==> src/common/mcrs_pkg.sv <==
// ----------------------------------------------------------------------
// shared constants for the module control and rate select block
// ----------------------------------------------------------------------
package mcrs_pkg;

  // --------------------------------------------------------------------
  // two-wire management slave
  // --------------------------------------------------------------------
  localparam logic [6:0] MCRS_DEV_ADDR = 7'h51; // serial address a2h, 7-bit form
  localparam logic [7:0] MCRS_RX_RATE_OFS = 8'h6e; // rx_rate_soft_control byte
  localparam logic [7:0] MCRS_TX_RATE_OFS = 8'h76; // tx_rate_soft_control byte
  localparam int MCRS_RATE_SOFT_BIT = 3; // soft rate-select position in its byte
  localparam logic MCRS_SOFT_RESET = 1'h0; // soft bits leave reset cleared
  localparam logic [7:0] MCRS_READ_IDLE = 8'h00; // unmapped bytes and spare bits
  localparam logic [3:0] MCRS_BYTE_BITS = 4'h8; // bits per serial byte
  localparam logic [3:0] MCRS_LAST_BIT = 4'h7; // index of the last bit sent
  localparam logic [7:0] MCRS_PTR_STEP = 8'h01; // auto-increment of the byte pointer

  // --------------------------------------------------------------------
  // pin synchroniser lanes
  // --------------------------------------------------------------------
  localparam int MCRS_SYNC_W = 7; // number of pins brought into the clock domain
  localparam int MCRS_S_SCL = 0; // serial clock
  localparam int MCRS_S_SDA = 1; // serial data
  localparam int MCRS_S_TXOFF = 2; // laser-off pin
  localparam int MCRS_S_FAULT = 3; // laser fault detector
  localparam int MCRS_S_RXLOW = 4; // received power below threshold
  localparam int MCRS_S_RXPIN = 5; // rx_rate_pin
  localparam int MCRS_S_TXPIN = 6; // tx_rate_pin

  // serial slave states
  typedef enum logic [3:0] {
    MCRS_IDLE,
    MCRS_ADDR,
    MCRS_ADDR_ACK,
    MCRS_PTR,
    MCRS_PTR_ACK,
    MCRS_WDATA,
    MCRS_WDATA_ACK,
    MCRS_RDATA,
    MCRS_RDATA_ACK
  } mcrs_state_t;

endpackage : mcrs_pkg

==> src/logic/mcrs_top.sv <==
`timescale 1ns/1ps
`default_nettype none

// Contract
// RULE_01: fault output high while laser fault present
// RULE_02: laser-off high or open turns transmitter off
// RULE_03: laser-off pin also clears latched fault
// RULE_04: module-missing line tied to module ground
// RULE_05: signal-lost high when received power low
// RULE_06: both soft rate bits reset to zero
// RULE_07: undriven rate pins read as zero
// RULE_08: rx soft bit: byte 0x6e bit 3
// RULE_09: tx soft bit: byte 0x76 bit 3
// RULE_10: rate select is pin OR soft bit
// RULE_11: writing one selects maximum bandwidth
// RULE_12: fault clears on off pulse once gone
module mcrs_top
  import mcrs_pkg::*;
(
  input wire logic i_clock,
  input wire logic i_rst_n,
  input wire logic i_scl,
  input wire logic i_sda,
  output logic o_sda,
  output logic o_sda_oe,
  input wire logic i_tx_off,
  input wire logic i_laser_fault,
  input wire logic i_rx_power_low,
  input wire logic i_rx_rate_pin,
  input wire logic i_tx_rate_pin,
  output logic o_tx_fault,
  output logic o_rx_signal_lost,
  output logic o_module_missing,
  output logic o_laser_on,
  output logic o_rx_retimer_engaged,
  output logic o_tx_retimer_engaged
);

  // --------------------------------------------------------------------
  // reset release
  // --------------------------------------------------------------------
  logic [1:0] rst_sync_reg; // release shifter, asserts at once
  logic rst_n; // synchronised reset for the rest of the block

  // reset asserts asynchronously and releases two edges later
  always_ff @(posedge i_clock or negedge i_rst_n) begin
    if (!i_rst_n) begin
      rst_sync_reg <= 2'h0;
    end else begin
      rst_sync_reg <= {rst_sync_reg[0], 1'b1};
    end
  end

  assign rst_n = rst_sync_reg[1];

  // --------------------------------------------------------------------
  // state of the serial slave and pin synchronisers
  // --------------------------------------------------------------------
  typedef struct packed {
    logic [MCRS_SYNC_W-1:0] sync1; // first stage, read by sync2 only
    logic [MCRS_SYNC_W-1:0] sync2; // second stage, safe to use
    logic scl_d; // previous serial clock, for edges
    logic sda_d; // previous serial data, for start and stop
    mcrs_state_t state; // slave sequencer
    logic [3:0] bits; // bit counter within a byte
    logic [7:0] shift; // shift register in both directions
    logic [7:0] ptr; // byte pointer, auto-increments
    logic rw; // read requested in the address byte
    logic sda_oe; // pulls serial data low when set
    logic rx_soft; // rx_rate_soft_bit
    logic tx_soft; // tx_rate_soft_bit
  } mcrs_top_t;

  mcrs_top_t top_reg; // registered state
  mcrs_top_t top_next; // next state

  logic [MCRS_SYNC_W-1:0] pins; // raw asynchronous pins
  logic scl; // synchronised serial clock
  logic sda; // synchronised serial data
  logic scl_rise; // serial clock rising edge
  logic scl_fall; // serial clock falling edge
  logic bus_start; // data falls while clock high
  logic bus_stop; // data rises while clock high
  logic [7:0] rd_byte; // byte addressed by the pointer

  // idle level of each synchronised lane: bus lines and laser-off rest high
  localparam logic [MCRS_SYNC_W-1:0] PIN_IDLE = MCRS_SYNC_W'((1 << MCRS_S_SCL)
    | (1 << MCRS_S_SDA) | (1 << MCRS_S_TXOFF));

  // pin bundle; pull-up and pull-downs sit outside, in the pad ring
  always_comb begin
    pins = '0;
    pins[MCRS_S_SCL] = i_scl;
    pins[MCRS_S_SDA] = i_sda;
    pins[MCRS_S_TXOFF] = i_tx_off; // RULE_02
    pins[MCRS_S_FAULT] = i_laser_fault;
    pins[MCRS_S_RXLOW] = i_rx_power_low;
    pins[MCRS_S_RXPIN] = i_rx_rate_pin; // RULE_07
    pins[MCRS_S_TXPIN] = i_tx_rate_pin; // RULE_07
  end

  // --------------------------------------------------------------------
  // read mux
  // --------------------------------------------------------------------
  // only the soft rate bits are implemented; other bytes read as zero
  always_comb begin
    rd_byte = MCRS_READ_IDLE;
    if (top_reg.ptr == MCRS_RX_RATE_OFS) begin
      rd_byte[MCRS_RATE_SOFT_BIT] = top_reg.rx_soft; // RULE_08
    end
    if (top_reg.ptr == MCRS_TX_RATE_OFS) begin
      rd_byte[MCRS_RATE_SOFT_BIT] = top_reg.tx_soft; // RULE_09
    end
  end

  // --------------------------------------------------------------------
  // serial slave
  // --------------------------------------------------------------------
  // data is sampled on clock rise and changed just after clock fall;
  // the two-flop delay costs margin, so clock must stay well below 100 MHz/8
  always_comb begin
    top_next = top_reg;
    top_next.sync1 = pins;
    top_next.sync2 = top_reg.sync1;
    scl = top_reg.sync2[MCRS_S_SCL];
    sda = top_reg.sync2[MCRS_S_SDA];
    top_next.scl_d = scl;
    top_next.sda_d = sda;
    scl_rise = scl & ~top_reg.scl_d;
    scl_fall = ~scl & top_reg.scl_d;
    bus_start = scl & top_reg.scl_d & top_reg.sda_d & ~sda;
    bus_stop = scl & top_reg.scl_d & ~top_reg.sda_d & sda;
    if (bus_stop) begin
      // stop ends any transfer and frees the line
      top_next.state = MCRS_IDLE;
      top_next.sda_oe = 1'b0;
    end else if (bus_start) begin
      // start or repeated start: expect an address byte
      top_next.state = MCRS_ADDR;
      top_next.bits = 4'h0;
      top_next.sda_oe = 1'b0;
    end else if (scl_rise) begin
      case (top_reg.state)
        MCRS_ADDR, MCRS_PTR, MCRS_WDATA: begin
          top_next.shift = {top_reg.shift[6:0], sda};
          top_next.bits = top_reg.bits + 4'h1;
        end
        MCRS_RDATA_ACK: begin
          // a not-acknowledge from the host ends the read
          if (sda) begin
            top_next.state = MCRS_IDLE;
          end
        end
        default: begin
        end
      endcase
    end else if (scl_fall) begin
      case (top_reg.state)
        MCRS_ADDR: begin
          if (top_reg.bits == MCRS_BYTE_BITS) begin
            // answer only our own address, ignore the rest of the bus
            if (top_reg.shift[7:1] == MCRS_DEV_ADDR) begin
              top_next.rw = top_reg.shift[0];
              top_next.state = MCRS_ADDR_ACK;
              top_next.sda_oe = 1'b1;
            end else begin
              top_next.state = MCRS_IDLE;
            end
          end
        end
        MCRS_PTR: begin
          if (top_reg.bits == MCRS_BYTE_BITS) begin
            top_next.ptr = top_reg.shift;
            top_next.state = MCRS_PTR_ACK;
            top_next.sda_oe = 1'b1;
          end
        end
        MCRS_WDATA: begin
          if (top_reg.bits == MCRS_BYTE_BITS) begin
            // a one selects maximum bandwidth for that direction
            if (top_reg.ptr == MCRS_RX_RATE_OFS) begin
              top_next.rx_soft = top_reg.shift[MCRS_RATE_SOFT_BIT]; // RULE_08 RULE_11
            end
            if (top_reg.ptr == MCRS_TX_RATE_OFS) begin
              top_next.tx_soft = top_reg.shift[MCRS_RATE_SOFT_BIT]; // RULE_09 RULE_11
            end
            top_next.ptr = top_reg.ptr + MCRS_PTR_STEP;
            top_next.state = MCRS_WDATA_ACK;
            top_next.sda_oe = 1'b1;
          end
        end
        MCRS_ADDR_ACK: begin
          top_next.bits = 4'h0;
          if (top_reg.rw) begin
            // first read byte comes from the current pointer
            top_next.shift = rd_byte;
            top_next.sda_oe = ~rd_byte[7];
            top_next.ptr = top_reg.ptr + MCRS_PTR_STEP;
            top_next.state = MCRS_RDATA;
          end else begin
            top_next.sda_oe = 1'b0;
            top_next.state = MCRS_PTR;
          end
        end
        MCRS_PTR_ACK, MCRS_WDATA_ACK: begin
          top_next.sda_oe = 1'b0;
          top_next.bits = 4'h0;
          top_next.state = MCRS_WDATA;
        end
        MCRS_RDATA: begin
          if (top_reg.bits == MCRS_LAST_BIT) begin
            // release the line for the host's acknowledge
            top_next.sda_oe = 1'b0;
            top_next.state = MCRS_RDATA_ACK;
          end else begin
            top_next.bits = top_reg.bits + 4'h1;
            top_next.shift = {top_reg.shift[6:0], 1'b0};
            top_next.sda_oe = ~top_reg.shift[6];
          end
        end
        MCRS_RDATA_ACK: begin
          // host acknowledged: stream the next byte
          top_next.bits = 4'h0;
          top_next.shift = rd_byte;
          top_next.sda_oe = ~rd_byte[7];
          top_next.ptr = top_reg.ptr + MCRS_PTR_STEP;
          top_next.state = MCRS_RDATA;
        end
        default: begin
          top_next.state = MCRS_IDLE;
        end
      endcase
    end
  end

  // state register; sync stages start at the pins' idle levels, since a
  // laser-off lane starting low would flash the laser just after reset
  always_ff @(posedge i_clock or negedge rst_n) begin
    if (!rst_n) begin
      top_reg <= '0;
      top_reg.sync1 <= PIN_IDLE; // RULE_02
      top_reg.sync2 <= PIN_IDLE; // RULE_02
      top_reg.scl_d <= 1'b1;
      top_reg.sda_d <= 1'b1;
      top_reg.state <= MCRS_IDLE;
      top_reg.rx_soft <= MCRS_SOFT_RESET; // RULE_06
      top_reg.tx_soft <= MCRS_SOFT_RESET; // RULE_06
    end else begin
      top_reg <= top_next;
    end
  end

  // --------------------------------------------------------------------
  // outputs
  // --------------------------------------------------------------------
  // open drain: the module only ever pulls the data line low
  assign o_sda = 1'b0;
  assign o_sda_oe = top_reg.sda_oe;

  // inserted module grounds this line; the host pull-up reads high if absent
  assign o_module_missing = 1'b0; // RULE_04

  // control core sees only synchronised pins
  mcrs_ctrl_core u_core (
    .i_clock(i_clock),
    .i_rst_n(rst_n),
    .i_tx_off(top_reg.sync2[MCRS_S_TXOFF]),
    .i_laser_fault(top_reg.sync2[MCRS_S_FAULT]),
    .i_rx_power_low(top_reg.sync2[MCRS_S_RXLOW]),
    .i_rx_rate_pin(top_reg.sync2[MCRS_S_RXPIN]),
    .i_tx_rate_pin(top_reg.sync2[MCRS_S_TXPIN]),
    .i_rx_rate_soft_bit(top_reg.rx_soft),
    .i_tx_rate_soft_bit(top_reg.tx_soft),
    .o_tx_fault(o_tx_fault),
    .o_rx_signal_lost(o_rx_signal_lost),
    .o_laser_on(o_laser_on),
    .o_rx_retimer_engaged(o_rx_retimer_engaged),
    .o_tx_retimer_engaged(o_tx_retimer_engaged)
  );

endmodule : mcrs_top

`default_nettype wire

==> src/logic/mcrs_ctrl_core.sv <==
`timescale 1ns/1ps
`default_nettype none

// fault latch, laser enable, signal-lost and retimer mode selection
module mcrs_ctrl_core
  import mcrs_pkg::*;
(
  input wire logic i_clock,
  input wire logic i_rst_n,
  input wire logic i_tx_off,
  input wire logic i_laser_fault,
  input wire logic i_rx_power_low,
  input wire logic i_rx_rate_pin,
  input wire logic i_tx_rate_pin,
  input wire logic i_rx_rate_soft_bit,
  input wire logic i_tx_rate_soft_bit,
  output logic o_tx_fault,
  output logic o_rx_signal_lost,
  output logic o_laser_on,
  output logic o_rx_retimer_engaged,
  output logic o_tx_retimer_engaged
);

  // --------------------------------------------------------------------
  // state
  // --------------------------------------------------------------------
  typedef struct packed {
    logic fault; // latched transmitter fault
    logic off_seen; // laser-off level of the previous cycle
    logic los; // signal-lost output
    logic laser_on; // transmitter enable
    logic rx_eng; // rx_retimer engaged
    logic tx_eng; // tx_retimer engaged
  } mcrs_core_t;

  mcrs_core_t core_reg; // registered state
  mcrs_core_t core_next; // next state

  // next-state logic
  always_comb begin
    core_next = core_reg;
    core_next.off_seen = i_tx_off;
    core_next.laser_on = ~i_tx_off; // RULE_02
    core_next.los = i_rx_power_low; // RULE_05
    // falling edge of laser-off clears only a fault that has gone away
    if (core_reg.off_seen && !i_tx_off && !i_laser_fault) begin
      core_next.fault = 1'b0; // RULE_03 RULE_12
    end
    // a live fault wins over the clear in the same cycle
    if (i_laser_fault) begin
      core_next.fault = 1'b1; // RULE_01
    end
    core_next.rx_eng = i_rx_rate_pin | i_rx_rate_soft_bit; // RULE_10
    core_next.tx_eng = i_tx_rate_pin | i_tx_rate_soft_bit; // RULE_10
  end

  // state register; the laser stays dark through reset
  always_ff @(posedge i_clock or negedge i_rst_n) begin
    if (!i_rst_n) begin
      core_reg <= '0;
    end else begin
      core_reg <= core_next;
    end
  end

  assign o_tx_fault = core_reg.fault;
  assign o_rx_signal_lost = core_reg.los;
  assign o_laser_on = core_reg.laser_on;
  assign o_rx_retimer_engaged = core_reg.rx_eng;
  assign o_tx_retimer_engaged = core_reg.tx_eng;

endmodule : mcrs_ctrl_core

`default_nettype wire

==> config.mk <==
export PLATFORM = sky130hd
export DESIGN_NAME = mcrs_top
export DESIGN_NICKNAME = d
export VERILOG_FILES = /design/src/common/mcrs_pkg.sv /design/src/logic/mcrs_top.sv /design/src/logic/mcrs_ctrl_core.sv
export SDC_FILE = /design/constraint.sdc
export NUM_CORES = 1
export LEC_CHECK = 0
export BUFFER_PORTS_ARGS = -buffer_cell sky130_fd_sc_hd__buf_2
export CORE_ASPECT_RATIO = 0.5
export CORE_UTILIZATION = 36
export CTS_BUF_LIST = sky130_fd_sc_hd__clkbuf_4
export CTS_CLUSTER_SIZE = 16
export DETAILED_ROUTE_END_ITERATION = 10
export PLACE_DENSITY = 0.62
export SYNTH_ARGS = -nofsm -noshare
export SYNTH_HDL_FRONTEND = slang
export SYNTH_HIERARCHICAL = 1
export SYNTH_SLANG_ARGS = --single-unit
==> constraint.sdc <==
create_clock -name i_clock -period 1.8 [get_ports i_clock]
set_input_delay 0 -clock i_clock [delete_from_list [all_inputs] [get_ports i_clock]]
set_output_delay 0 -clock i_clock [all_outputs]
set_load 0.02 [all_outputs]
==> reports/results.ini <==
[status]
status=finished, violations left
violations=negative setup slack

[placement]
dp_cells=423
place_area_mm2=0.00328
post-place-ws_ns=-0.297
routabilityCongestion=0.892
hpwl_mm=4.48
port_buffers=14

[finish]
nNetsFinal=375
drive_gt1_share_pct=42.2
diodes=0
largest_reg_flops=34
multi_input_area_mm2=0.00147
fin_cells=452
area_delta_synth_final_pct=37.5
fillers=582
design_area_mm2=0.00373
ff_latch_area_mm2=0.00132

[clocking]
clk_latency_ns=0.39
ctsRootBufferMaster=clkbuf_4
cts.reportedPaths.clkPinSlew_ns=0.16
h-tree-depth=2
numCtsBuffers=5
clock-sinks=52
cts_tree=done
cts_buffer_depth=2

[pwr]
comb_power_share_pct=16.7
internal-power_mw=1.58
clockPowerShare_pct=25.7
finalPower_mw=2.22
p_leak_nw=1.60
vdd_drop_max_mv=0.345
netSwitchingPower_uw=648
power.share.sequential_pct=57.6
switching_share_pct=29.2
power_density_mw_per_mm2=597

[routing]
dr.pass1.iters=5
viasPerCell=5.38
detail_route.wl_per_cell_um=15.3
ant_nets=0
drc=0
wirelength_mm=6.89
dr_total_vias=2430
detail_route.iter0.violations=146

[setup_path]
cp-start-kind=flop
crit_path_max_fanout=6
max_stage_delay_ns=0.57
critPathKind=flop to flop
required_ns=2.09
arrival_ns=2.42
path_cells=inv_2, ha_4, nor3b_4, a31oi_2, a2111oi_2, o22ai_1, a31o_4, mux2_4
cp_slowest_cell=dfstp_2
cp-end-kind=flop

[sta]
fin_crit_sh_pct=118
fin_ws_ns=-0.330
slew_headroom_pct=59.1
max_freq_mhz=469
min_period_ns=2.13
hold_viol=0
rsz0062_at_grt=yes
worst_clock_skew_ns=0.0143
worst_slew_pin_slew_ns=0.614
setup_violations=23
drv_slew=0

[global_routing]
grt_pass1_wl_mm=10.9
grt_usage_pct=17.3
gr-usage-met3_pct=3.23
grt_most_used_layer=met2
use_met1_pct=21.7
antenna_found_initial=0
grt_pass1_vias=2299
grt_util_met2_pct=29.8
grt-ovfl-total=0
grt_max_degree=51

[synthesis]
yosysSeqAreaShare_pct=48.4
synth-warning-count=6
synth_edf_count=0
synth-seq-cells=52
synth_most_common_cell=dfrtp_1
async_reset_ff_share_pct=100
yosys-top-cells-count=44 x dfrtp_1, 35 x nand2_1, 23 x nor2_1
synth_top_cell_by_area=dfrtp_1
synth_top_flop_cell=dfrtp_1
yosysUniqueCellTypes=58
yosys-top-cells-area=dfrtp_1 41%, dfstp_2 7.8%, nand2_1 4.8%
syn_avg_cell_area_um2=9.93
synth.top_cell.area_share_pct=40.6
postSynthCellCount=273
syn_area_mm2=0.00271

[floorplanning]
die_area_mm2=0.00790
die_w_um=125
num_rows=21
coreArea_mm2=0.00696
die_h_um=63.4
io_pins=17
start_util_pct=38.9

[min_path]
hold_class=input port to flop

[run]
cap_violations=0

critical path, delay by kind of cell, from the launching register on:
family,cells,cell delay (ns)
simple gates,1,0.18
buf+inv,1,0.04
fa+ha+maj,1,0.17
flops,1,0.57
mux,1,0.29
compound gates,4,0.78
stage by stage:
| step | utilization, % | hold WS [ns] | TNS, ns |
|---|---|---|---|
| 6_report | 53.5 | 0.241 | -2.96 |
| 5_1_grt | 53.5 | 0.207 | -5.50 |
| 4_1_cts | 51.6 | 0.226 | -1.89 |
| 3_5_place_dp | 47.1 | -0.213 | -3.70 |
| 3_3_place_gp | 47.1 | -0.215 | -3.49 |
| 2_1_floorplan | - | -0.296 | -1.30 |
power by group through the flow:
stage / clock network [mW] / registers, mW / logic, mW
floorplan: 0 / 1.31 / 0.164
global placement: 0 / 1.30 / 0.300
detailed placement: 0 / 1.30 / 0.309
CTS: 0.595 / 1.28 / 0.356
global route: 0.640 / 1.29 / 0.403
finish: 0.572 / 1.28 / 0.371
repair_timing:
| item | 4_1_cts | 5_1_grt |
|---|---|---|
| cloned | 2 | 0 |
| setup endpoints to repair | 28 | 28 |
| buffers inserted | 4 | 6 |
| resized for setup | 34 | 28 |
| endpoints found under the hold margin | 9 | 0 |
| hold buffers | 9 | 0 |
| pin swaps | 3 | 8 |
worst paths after layout:
check / from / end / slack (ns) / cells after the start
max: top_reg[29] / top_reg[20] / -0.33 / 8
min: i_tx_off / top_next[32] / 0.24 / 2
max reg2reg: top_reg[29] / top_reg[20] / -0.33 / 8
min reg2reg: rst_sync_reg[1] / o_sda_oe / 0.36 / 1
max in group asynchronous: rst_sync_reg[1] / top_reg[24] / 1.01 / 1
min in group asynchronous: rst_sync_reg[1] / o_sda_oe / 0.36 / 1
final cells by class:
cell class | count | share of cell area, %
repair buffers | 92 | 19.4
flip-flops and latches | 52 | 35.4
well taps | 92 | 3.09
clock buffers | 5 | 1.01
multi-input cells | 198 | 39.4
inverters | 10 | 1.01
clock inverters | 3 | 0.705
kinds of logic (layout without fill, tap and decap cells):
group                      Yosys count  count (layout)  share of synthesized area, %
xor gates and xnor gates             3               3                         0.970
adders and majority gates            7               7                          3.23
AOI/OAI and AO/OA                   73              73                          18.7
buffers and inverters               24             110                          5.22
other                                2               3                         0.277
and+or+nand+nor                    105             105                          20.3
DFF                                 52              52                          48.4
muxes                                7               7                          2.91
layer usage:
metal / routed length (µm) / up-vias
li1: - / 1128
met1: 3090 / 1193
met2: 3290 / 89
met3: 349 / 20
met4: 167 / 0
met5: 0 / -
placed cells by master (no fill, tap or decap), types with 4 or more instances in the layout:
cell / netlist / routed
buf_4: 4 / 59
buf_2: 5 / 14
a21oi_1: 17 / 12
o22a_1: 5 / 5
nor2_1: 23 / 20
dfstp_2: 8 / 8
nor2b_1: 6 / 4
dfrtp_1: 44 / 39
nor3_2: 1 / 4
dfrtp_2: 0 / 5
nand3_1: 9 / 8
a22oi_1: 4 / 4
nand2_1: 35 / 34
buf_6: 4 / 9
ha_1: 7 / 4
dlygate4sd3_1: 0 / 9
o21ai_0: 16 / 6
nand2b_1: 5 / 5
o21a_1: 4 / 4
clkbuf_4: 0 / 5
inv_1: 10 / 9
o21ai_1: 1 / 9
Note: power is estimated with default switching activity, not from simulation.
